### config.mk
export PLATFORM = sky130hd
export DESIGN_NAME = acs_top
export DESIGN_NICKNAME = d
export VERILOG_FILES = /design/src/acs_pkg.sv /design/src/acs_top.sv
export VERILOG_INCLUDE_DIRS = /design/src /design/src/src
export SDC_FILE = /design/constraint.sdc
export NUM_CORES = 1
export LEC_CHECK = 0
export BUFFER_PORTS_ARGS = -buffer_cell sky130_fd_sc_hd__buf_2
export CORE_UTILIZATION = 30
export CTS_CLUSTER_DIAMETER = 100
export DETAILED_ROUTE_END_ITERATION = 16
export PLACE_DENSITY = 0.55
export SLEW_MARGIN = 5
export SYNTH_ARGS = -nofsm -noshare
export SYNTH_HDL_FRONTEND = slang
export SYNTH_SLANG_ARGS = --single-unit
### constraint.sdc
create_clock -name hclk -period 4.1 [get_ports hclk]
set_input_delay 0.615 -clock hclk [delete_from_list [all_inputs] [get_ports hclk]]
set_output_delay 0.615 -clock hclk [all_outputs]
set_load 0.02 [all_outputs]
### src/acs_defines.svh
// Constants for the converter sequencer: register indices, fields, resets, counts
// Behaviour
// - Mode bit 0 (reset default): scan start to end channel once, then stop.
// - Mode bit 1: repeat the channel scan until software stops it.
// - Trigger select: 3 external pin, 1 timer underflow, 0 software, 2 reserved.
// - External source: a falling edge on the trigger input starts a sequence.
// - Timer source: each timer underflow pulse starts a sequence.
// - Software source: writing 1 to the run/status bit starts a sequence.
// - Sampling lasts field value plus two converter clocks; reset value 7.
// - Each channel takes sampling cycles plus 11 converter clocks.
// - Result justified left (bits 15..6) or right (bits 9..0); others zero.
// - Triggers act only while the converter enable bit is 1.
// - Only the selected trigger source is heeded; others are ignored.
// - Accepted trigger starts at start channel, steps up to the end channel.
// - Run/status reads 1 while busy; indicator shows the active channel.
// - Each finished channel writes the result and sets the completion flag.
// - Reading the result register clears the completion flag.
// - Finishing while completion flag set: overwrite, set overwrite and completion.
// - Overwrite flag clears only by writing 1; writing 0 leaves it.
// - Overwrite error never halts or pauses continuous scanning.
// - One-time mode clears run/status when the end channel completes.
// - Continuous mode: writing 0 to run/status aborts; current result discarded.
// - End below start: sequence wraps from channel 7 to 0 onward to end.
// - Converter clock is peripheral clock over 2 to 32768 by field 0..14.
// - Completion and overwrite, each gated by its enable, drive one request.
`ifndef ACS_DEFINES_SVH
`define ACS_DEFINES_SVH

// Register indices; byte address is four times the index
`define ACS_IDX_RESULT   16'h5380
`define ACS_IDX_TRIG     16'h5382
`define ACS_IDX_CTRL     16'h5384
`define ACS_IDX_CLOCK    16'h5386

// Trigger/channel register fields
`define ACS_TRG_LAST_HI  13
`define ACS_TRG_LAST_LO  11
`define ACS_TRG_FIRST_HI 10
`define ACS_TRG_FIRST_LO 8
`define ACS_TRG_JUSTIFY  7
`define ACS_TRG_MODE     6
`define ACS_TRG_TSEL_HI  5
`define ACS_TRG_TSEL_LO  4
`define ACS_TRG_SAMP_HI  2
`define ACS_TRG_SAMP_LO  0

// Control/status register fields
`define ACS_CTL_ENABLE   0
`define ACS_CTL_RUN      1
`define ACS_CTL_CIE      2
`define ACS_CTL_OIE      3
`define ACS_CTL_CF       4
`define ACS_CTL_OWE      5
`define ACS_CTL_CH_HI    10
`define ACS_CTL_CH_LO    8

// Clock register field
`define ACS_CLK_DIV_HI   3
`define ACS_CLK_DIV_LO   0

// Trigger source codes
`define ACS_TSEL_SOFT    2'h0
`define ACS_TSEL_TIMER   2'h1
`define ACS_TSEL_EXT     2'h3

// Reset values and timing counts
`define ACS_SAMP_RESET   3'h7
`define ACS_SAMP_EXTRA   4'h2
`define ACS_CONV_CYCLES  4'hB
`define ACS_CDIV_MAX     4'hE
`define ACS_JUSTIFY_PAD  6

`endif

### src/acs_pkg.sv
// Types shared by the converter sequencer and its bench
`default_nettype none
package acs_pkg;

   // Sequencer phase
   typedef enum logic [1:0] {
      ACS_IDLE,
      ACS_SAMPLE,
      ACS_CONVERT
   } acs_phase_type;

   // Request toward the analog core
   typedef struct packed {
      logic       sample;
      logic       convert;
      logic [2:0] channel;
   } acs_analog_req_type;

   // Whole state of the sequencer
   typedef struct packed {
      acs_phase_type phase;
      logic [2:0]    chan;
      logic [3:0]    tick_cnt;
      logic [14:0]   div_cnt;
      logic          trig_prev;
      logic [15:0]   result;
      logic          enable;
      logic          run;
      logic          cie;
      logic          oie;
      logic          cf;
      logic          owe;
      logic [2:0]    first;
      logic [2:0]    last;
      logic          justify;
      logic          mode;
      logic [1:0]    tsel;
      logic [2:0]    samp;
      logic [3:0]    cdiv;
      logic          wr_pend;
      logic          rd_pend;
      logic [1:0]    rsel;
      logic          rsel_ok;
      logic [31:0]   rdata;
   } acs_state_type;

endpackage
`default_nettype wire

### src/acs_top.sv
// Converter sequencer with AHB-Lite register slave
//
// Added by the designer: the address map and register access over AHB-Lite.
`include "acs_defines.svh"
`default_nettype none
module acs_top (
   // Clock and reset
   input  wire logic                        hclk,
   input  wire logic                        hresetn,
   // AHB-Lite slave
   input  wire logic                        hsel,
   input  wire logic [31:0]                 haddr,
   input  wire logic [1:0]                  htrans,
   input  wire logic                        hwrite,
   input  wire logic [2:0]                  hsize,
   input  wire logic [31:0]                 hwdata,
   input  wire logic                        hready,
   output logic      [31:0]                 hrdata,
   output logic                             hreadyout,
   output logic                             hresp,
   // Trigger sources
   input  wire logic                        external_trigger_in_n,
   input  wire logic                        timer_underflow,
   // Analog core
   output var acs_pkg::acs_analog_req_type  analog_req,
   input  wire logic [9:0]                  analog_result,
   // Shared interrupt request
   output logic                             converter_irq
);

   acs_pkg::acs_state_type state_reg;
   acs_pkg::acs_state_type state_next;

   // Register map, one word each, data in the low half
   // Result word: justified 10-bit sample, read-only
   // Result word: any read of it clears the completion flag
   // Trigger word: [13:11] last channel, [10:8] first channel
   // Trigger word: 7 justify (1 left), 6 mode (1 continuous)
   // Trigger word: [5:4] source, [2:0] sampling select
   // Control word: 0 enable, 1 run and software start
   // Control word: 2 completion request enable, 3 overwrite request enable
   // Control word: 4 completion flag, read-only
   // Control word: 5 overwrite flag, write one clears
   // Control word: [10:8] channel in flight, read-only
   // Clock word: [3:0] divider code, top code treated as the slowest
   // Upper halves and unmapped words read zero and ignore writes
   // Misaligned or out-of-range addresses count as unmapped
   // Writes land at the end of the data phase with no wait state
   // Reads spend one wait state so read data leaves a flop
   // Size is ignored: every access is taken as a whole word
   // Settings are plain stores with no interlock against a running scan,
   // So changing them while enabled can confuse the sequencer

   // Decoded bus request
   logic        addr_take;
   logic        sel_ok;
   logic [1:0]  sel_idx;
   logic [15:0] word_idx;
   // Sequencer helpers
   logic        adclk_tick;
   logic [14:0] div_limit;
   logic [3:0]  cdiv_eff;
   logic [3:0]  samp_last;
   logic        trig_hit;
   logic        chan_done;
   logic [15:0] placed;
   logic [31:0] wdata;
   logic        wr_trig;
   logic        wr_ctrl;
   logic        wr_clock;
   logic        rd_result;

   assign addr_take = hsel & hready & htrans[1];
   assign word_idx  = haddr[17:2];

   // Address decode; upper bits must be clear
   // Only the word index matters once alignment and range are checked
   // Unmapped words keep sel_ok low, so they read zero and drop writes
   always_comb begin
      sel_ok  = (haddr[31:18] == 14'h0000) && (haddr[1:0] == 2'h0);
      sel_idx = 2'h0;
      case (word_idx)
         `ACS_IDX_RESULT: sel_idx = 2'h0;
         `ACS_IDX_TRIG:   sel_idx = 2'h1;
         `ACS_IDX_CTRL:   sel_idx = 2'h2;
         `ACS_IDX_CLOCK:  sel_idx = 2'h3;
         default:         sel_ok  = 1'b0;
      endcase
   end

   // Bus outputs; reads take one wait state so hrdata comes from a flop
   assign hrdata    = state_reg.rdata;
   assign hreadyout = ~state_reg.rd_pend;
   assign hresp     = 1'b0;

   // Analog core request follows the sequencer phase
   // Decoded from the phase flop, so the core never sees a glitchy mix
   // Channel holds still for a whole sample-and-convert pair
   assign analog_req.sample  = (state_reg.phase == acs_pkg::ACS_SAMPLE);
   assign analog_req.convert = (state_reg.phase == acs_pkg::ACS_CONVERT);
   assign analog_req.channel = state_reg.chan;

   // one shared request
   // Level request; software clears the flag to drop it
   assign converter_irq = (state_reg.cf & state_reg.cie) | (state_reg.owe & state_reg.oie);

   // reserved code runs as the slowest ratio
   always_comb begin
      cdiv_eff = state_reg.cdiv;
      if (state_reg.cdiv > `ACS_CDIV_MAX) begin
         cdiv_eff = `ACS_CDIV_MAX;
      end
   end

   // power-of-two divide
   // At the top ratio the shift wraps to zero and the limit becomes all ones
   always_comb begin
      div_limit  = (15'h0002 << cdiv_eff) - 15'h0001;
      adclk_tick = (state_reg.div_cnt >= div_limit);
   end

   // Data-phase write strobes
   always_comb begin
      wdata     = hwdata;
      wr_trig   = state_reg.wr_pend & state_reg.rsel_ok & (state_reg.rsel == 2'h1);
      wr_ctrl   = state_reg.wr_pend & state_reg.rsel_ok & (state_reg.rsel == 2'h2);
      wr_clock  = state_reg.wr_pend & state_reg.rsel_ok & (state_reg.rsel == 2'h3);
      rd_result = state_reg.rd_pend & state_reg.rsel_ok & (state_reg.rsel == 2'h0);
   end

   always_comb begin
      case (state_reg.tsel)
         `ACS_TSEL_EXT:   trig_hit = state_reg.trig_prev & ~external_trigger_in_n;
         `ACS_TSEL_TIMER: trig_hit = timer_underflow;
         `ACS_TSEL_SOFT:  trig_hit = wr_ctrl & wdata[`ACS_CTL_RUN];
         default:         trig_hit = 1'b0;
      endcase
   end

   assign samp_last = {1'b0, state_reg.samp} + `ACS_SAMP_EXTRA - 4'h1;
   assign chan_done = adclk_tick & (state_reg.phase == acs_pkg::ACS_CONVERT)
                      & (state_reg.tick_cnt == `ACS_CONV_CYCLES - 4'h1);

   // justification with zero fill
   // Six pad bits either side keep the sample in one half-word
   assign placed = state_reg.justify ? {analog_result, {`ACS_JUSTIFY_PAD{1'b0}}}
                                     : {{`ACS_JUSTIFY_PAD{1'b0}}, analog_result};

   // Next-state logic
   always_comb begin
      state_next           = state_reg;
      state_next.trig_prev = external_trigger_in_n;
      state_next.div_cnt   = adclk_tick ? 15'h0000 : state_reg.div_cnt + 15'h0001;

      // Bus phase bookkeeping
      // Address phase is remembered for exactly one data-phase cycle
      // Writes use hwdata in that cycle, reads fill rdata in it
      state_next.wr_pend = addr_take & hwrite;
      state_next.rd_pend = addr_take & ~hwrite;
      if (addr_take) begin
         state_next.rsel    = sel_idx;
         state_next.rsel_ok = sel_ok;
      end

      // Read data captured in the wait state
      if (state_reg.rd_pend) begin
         state_next.rdata = 32'h0000_0000;
         if (state_reg.rsel_ok) begin
            case (state_reg.rsel)
               // Result word
               2'h0: state_next.rdata = {16'h0000, state_reg.result};
               // Trigger and channel word
               2'h1: begin
                  state_next.rdata[`ACS_TRG_LAST_HI:`ACS_TRG_LAST_LO]   = state_reg.last;
                  state_next.rdata[`ACS_TRG_FIRST_HI:`ACS_TRG_FIRST_LO] = state_reg.first;
                  state_next.rdata[`ACS_TRG_JUSTIFY]                    = state_reg.justify;
                  state_next.rdata[`ACS_TRG_MODE]                       = state_reg.mode;
                  state_next.rdata[`ACS_TRG_TSEL_HI:`ACS_TRG_TSEL_LO]   = state_reg.tsel;
                  state_next.rdata[`ACS_TRG_SAMP_HI:`ACS_TRG_SAMP_LO]   = state_reg.samp;
               end
               // Control and status word
               2'h2: begin
                  state_next.rdata[`ACS_CTL_ENABLE]              = state_reg.enable;
                  state_next.rdata[`ACS_CTL_RUN]                 = state_reg.run;
                  state_next.rdata[`ACS_CTL_CH_HI:`ACS_CTL_CH_LO] = state_reg.chan;
                  state_next.rdata[`ACS_CTL_CIE]                 = state_reg.cie;
                  state_next.rdata[`ACS_CTL_OIE]                 = state_reg.oie;
                  state_next.rdata[`ACS_CTL_CF]                  = state_reg.cf;
                  state_next.rdata[`ACS_CTL_OWE]                 = state_reg.owe;
               end
               // Clock word
               2'h3: state_next.rdata[`ACS_CLK_DIV_HI:`ACS_CLK_DIV_LO] = state_reg.cdiv;
               default: state_next.rdata = 32'h0000_0000;
            endcase
         end
      end

      // settings are plain stores; software keeps them still while enabled
      if (wr_trig) begin
         state_next.last    = wdata[`ACS_TRG_LAST_HI:`ACS_TRG_LAST_LO];
         state_next.first   = wdata[`ACS_TRG_FIRST_HI:`ACS_TRG_FIRST_LO];
         state_next.justify = wdata[`ACS_TRG_JUSTIFY];
         state_next.mode    = wdata[`ACS_TRG_MODE];
         state_next.tsel    = wdata[`ACS_TRG_TSEL_HI:`ACS_TRG_TSEL_LO];
         state_next.samp    = wdata[`ACS_TRG_SAMP_HI:`ACS_TRG_SAMP_LO];
      end
      // Divider code stored as written, reserved code included
      if (wr_clock) begin
         state_next.cdiv = wdata[`ACS_CLK_DIV_HI:`ACS_CLK_DIV_LO];
      end
      // Run bit is not stored here; the sequencer owns it
      if (wr_ctrl) begin
         state_next.enable = wdata[`ACS_CTL_ENABLE];
         state_next.cie    = wdata[`ACS_CTL_CIE];
         state_next.oie    = wdata[`ACS_CTL_OIE];
         if (wdata[`ACS_CTL_OWE]) begin
            state_next.owe = 1'b0;
         end
      end
      if (rd_result) begin
         state_next.cf = 1'b0;
      end

      // Sequencer, counted in converter clock ticks
      // Sampling holds the channel for the select value plus two ticks
      // Conversion follows for eleven ticks, then the result is stored
      // The next channel starts sampling on the very next cycle
      // One-time scans stop after the last channel
      // Continuous scans go back to the first channel without a gap
      // Channel steps are 3-bit, so a last below first wraps through 7
      // Triggers are only looked at while idle, so a late pulse
      // Never restarts or stretches a scan in flight
      // The divider runs free, so the first tick lands one to 2<<code
      // Cycles after the trigger; scan length jitters by that much
      case (state_reg.phase)
         acs_pkg::ACS_IDLE: begin
            state_next.tick_cnt = 4'h0;
            if (state_reg.enable & trig_hit) begin
               state_next.phase = acs_pkg::ACS_SAMPLE;
               state_next.chan  = state_reg.first;
               state_next.run   = 1'b1;
            end
         end
         acs_pkg::ACS_SAMPLE: begin
            if (adclk_tick) begin
               if (state_reg.tick_cnt == samp_last) begin
                  state_next.phase    = acs_pkg::ACS_CONVERT;
                  state_next.tick_cnt = 4'h0;
               end else begin
                  state_next.tick_cnt = state_reg.tick_cnt + 4'h1;
               end
            end
         end
         acs_pkg::ACS_CONVERT: begin
            if (adclk_tick) begin
               state_next.tick_cnt = state_reg.tick_cnt + 4'h1;
            end
            if (chan_done) begin
               state_next.result   = placed;
               state_next.cf       = 1'b1;
               state_next.tick_cnt = 4'h0;
               // overwrite sets the error; set wins over clear
               // A result read in this same cycle still counts as too late
               if (state_reg.cf) begin
                  state_next.owe = 1'b1;
               end
               if (state_reg.chan == state_reg.last) begin
                  if (state_reg.mode) begin
                     state_next.phase = acs_pkg::ACS_SAMPLE;
                     state_next.chan  = state_reg.first;
                  end else begin
                     // single pass, run cleared at end
                     state_next.phase = acs_pkg::ACS_IDLE;
                     state_next.run   = 1'b0;
                  end
               end else begin
                  // 3-bit step wraps 7 to 0
                  state_next.phase = acs_pkg::ACS_SAMPLE;
                  state_next.chan  = state_reg.chan + 3'h1;
               end
            end
         end
         default: begin
            state_next.phase = acs_pkg::ACS_IDLE;
            state_next.run   = 1'b0;
         end
      endcase

      // forced stop discards the channel in flight
      // Dropping enable mid-scan stops the same way in either mode
      // Flags keep their bus updates but gain nothing from the lost channel
      if (state_reg.phase != acs_pkg::ACS_IDLE) begin
         if ((wr_ctrl & state_reg.mode & ~wdata[`ACS_CTL_RUN]) | ~state_reg.enable) begin
            state_next.phase    = acs_pkg::ACS_IDLE;
            state_next.run      = 1'b0;
            state_next.tick_cnt = 4'h0;
            state_next.result   = state_reg.result;
            state_next.cf       = rd_result ? 1'b0 : state_reg.cf;
            state_next.owe      = (wr_ctrl & wdata[`ACS_CTL_OWE]) ? 1'b0 : state_reg.owe;
         end
      end
   end

   // State register
   // Trigger history resets high so an idle pin gives no false edge
   always_ff @(posedge hclk or negedge hresetn) begin
      if (!hresetn) begin
         state_reg           <= '0;
         state_reg.phase     <= acs_pkg::ACS_IDLE;
         state_reg.trig_prev <= 1'b1;
         state_reg.samp      <= `ACS_SAMP_RESET;
      end else begin
         state_reg <= state_next;
      end
   end

endmodule
`default_nettype wire

==> results.cfg <==
[status]
status = completed

[route]
vias = 3778
drtIter0Drc = 177
post_drt_wl_per_cell_um = 15.1
firstDrtPassIters = 4
drt_wl_total_um = 11800
route.detailed.drc = 0
ant_nets = 0
routed_via_density = 4.86

[clock_network]
postCtsSetupBuffers = 0
insertion_delay_ns = 0.34
cts_tree = built
clock_sinks = 85
cts_buffers = 9
clkTransAtPathRegs_ns = 0.07
clockBufferDepth = 2
htreeDepth = 3
ctsHoldBuffers = 0
ctsResizeCount = 0
clock-root-buffer = clkbuf_16

[floorplan]
fp.dieW_um = 131
rows = 46
start_util_pct = 31.0
die_h_um = 131
core_region_area_um2 = 16100
die_area_um2 = 17100
io_pins = 126

[layout]
nNetsFinal = 662
diodes = 0
final_area_um2 = 5750
multi_input_comb_area_um2 = 2430
area_delta_synth_final_pct = 15.7
seq_area_um2 = 2130
largest_reg_flops = 66
drive_gt1_share_pct = 28.5
n_fill_cell = 1653

[yosys]
synth_fa_ha_area_share_pct = 5.03
yosysWarnings = 0
synth-compound-area-share_pct = 13.9
synth_top_area_share_pct = 40.8
synth_top_flop_cell = dfrtp_1
synth_top_area_cell = dfrtp_1
muxShareOfSynthArea_pct = 8.60
synthTopCellsByArea = dfrtp_1 41%, buf_4 5.9%, mux2_2 5.4%
ys_seq_area_share_pct = 42.9
syn-cell-area_um2 = 4970
synthArstFlopShare_pct = 100
synth_simple_gate_area_share_pct = 15.7
synth.ff_latch_count = 85
syn_inst = 490
synth-xor-area-share_pct = 4.05
synth_edf_count = 0
syn_area_per_cell_um2 = 10.2
synth_top_family_by_area = simple AND/OR/NAND/NOR gates
ys_types = 63

[global_routing]
grt_max_degree = 86
grt_pass1_vias = 3642
track_usage_pct = 14.2
antenna_found_initial = 0
grt_pass1_wl_um = 18600
overflow = 0

[sta]
worst_slew_pin_slew_ns = 1.11
post-route-period-util_pct = 93.4
timing.final.hold_violations = 0
setup_ws_ns = 0.271
setup-tns-final_ns = 0
fin_crit_ns = 3.83
setup_viol = 0
maxSlewViolCount = 0
relSlewSlack_pct = 26.0
skew_ns = 0.0126
max_freq_ghz = 0.261
rsz0062_at_grt = no

[placement]
globalplace.congestion = 0.811
io_buffer_count = 86
dpl_worst_slack_ns = 0.179
place_area_um2 = 5430
place_hpwl_um = 8700

[worst_setup_path]
cp-end-kind = flop
cp-start-kind = flop
path_max_fanout = 23
criticalPathCategory = reg -> reg
cp_data_arrival_time_ns = 4.06
cp.required_ns = 4.33

[pwr]
total_power_w = 0.00223
p_per_area_nw_per_um2 = 388
leakagePower_nw = 2.63
max-vdd-ir-drop_mv = 0.228

[min_path]
hold_class = in -> reg

[flow_run]
drv.max_cap_violation_count = 0
layout make-up:
class	instances	area share (%)
Clock buffer	10	4.15
Clock inverter	6	1.20
Inverter	29	1.89
Multi-Input combinational cell	335	42.2
Sequential cell	85	37.1
Tap cell	216	4.70
Timing Repair Buffer	96	8.83
routing by layer:
layer / vias to the layer above / global-route usage, % / wire, µm
met5: - / 0 / 0
met4: 0 / 5.27 / 161
met3: 8 / 2.32 / 691
met2: 118 / 22.3 / 5500
met1: 1829 / 19.7 / 5410
li1: 1823 / - / -
worst paths after layout:
kind | start | endpoint | slack (ns) | depth (start not counted)
min | external_trigger_in_n | state_reg[76]$_DFF_PN1_ | 0.40 | 1
min in group asynchronous | hresetn | state_reg[79]$_DFF_PN0_ | 0.45 | 1
max in group asynchronous | hresetn | state_reg[100]$_DFF_PN0_ | 2.89 | 1
max | state_reg[38]$_DFFE_PN0P_ | state_reg[92]$_DFF_PN0_ | 0.27 | 13
min reg2reg | hrdata[9]$_DFFE_PN0P_ | hrdata[9]$_DFFE_PN0P_ | 0.49 | 1
max reg2reg | state_reg[38]$_DFFE_PN0P_ | state_reg[92]$_DFF_PN0_ | 0.27 | 13
cell usage after synthesis, drive strengths merged, types with 4 or more instances:
library cell	count
dfrtp	81
ha	20
o2bb2ai	6
o21ai	29
a21oi	28
a22oi	7
nor3	6
mux2	24
inv	28
dfstp	4
nand4	8
a22o	6
clkbuf	12
nand3b	11
xor2	10
a21o	4
nor2	39
mux2i	9
and3	7
xnor2	13
nor4	6
nand2b	4
buf	46
nor2b	4
nand3	23
nand2	14
power by group:
| part | internal (W) | switching, W | leakage, nW |
|---|---|---|---|
| registers | 0.000906 | 0.0000951 | 1.08 |
| clock network | 0.000493 | 0.000349 | 0.149 |
| logic | 0.000173 | 0.000215 | 1.40 |
through the flow:
| stage | hold WS, ns | cells | util [%] |
|---|---|---|---|
| detailed placement | 0.473 | 760 | 33.8 |
| CTS | 0.402 | 776 | 35.8 |
| global placement | 0.483 | 760 | 33.8 |
| global route | 0.403 | 777 | 35.8 |
| finish | 0.405 | 777 | 35.8 |
| floorplan | 0.319 | 506 | - |
cells by family after synthesis:
group,after synthesis
and+or+nand+nor,139
AOI/OAI and AO/OA,99
buffers and inverters,87
DFF,85
muxes,36
xor gates and xnor gates,23
adders and majority gates,20
other,1
worst max-delay path, cell delays in order, from the launching register on:
cell,delay (ns)
dfrtp_1,0.37
or2_2,0.34
or3_1,0.37
ha_1,0.23
nor4b_1,0.28
a21oi_1,0.07
o22a_1,0.20
ha_1,0.28
and4_4,0.22
a221oi_4,0.58
nand2_4,0.13
buf_4,0.24
a21o_1,0.18
a211oi_1,0.24
layout by cell type (no fill, tap or decap), types with 4 or more instances in the layout:
cell type,Yosys,layout
a21o_1,4,4
a21oi_1,25,25
a22o_1,6,6
a22oi_1,7,7
and3_1,7,7
buf_2,5,85
buf_4,39,11
clkbuf_16,0,9
conb_1,1,17
dfrtp_1,81,81
dfstp_2,4,4
ha_1,20,20
inv_1,28,28
mux2_2,24,24
mux2i_1,9,9
nand2_1,12,12
nand2b_1,4,4
nand3_1,23,23
nand3b_1,11,11
nand4_1,8,8
nor2_1,39,39
nor2b_1,4,4
nor3_1,5,5
nor4_1,6,6
o21ai_0,16,16
o21ai_1,13,13
o2bb2ai_1,6,6
xnor2_1,13,13
xor2_1,10,10
No activity file was read; power rests on OpenSTA's default activity.
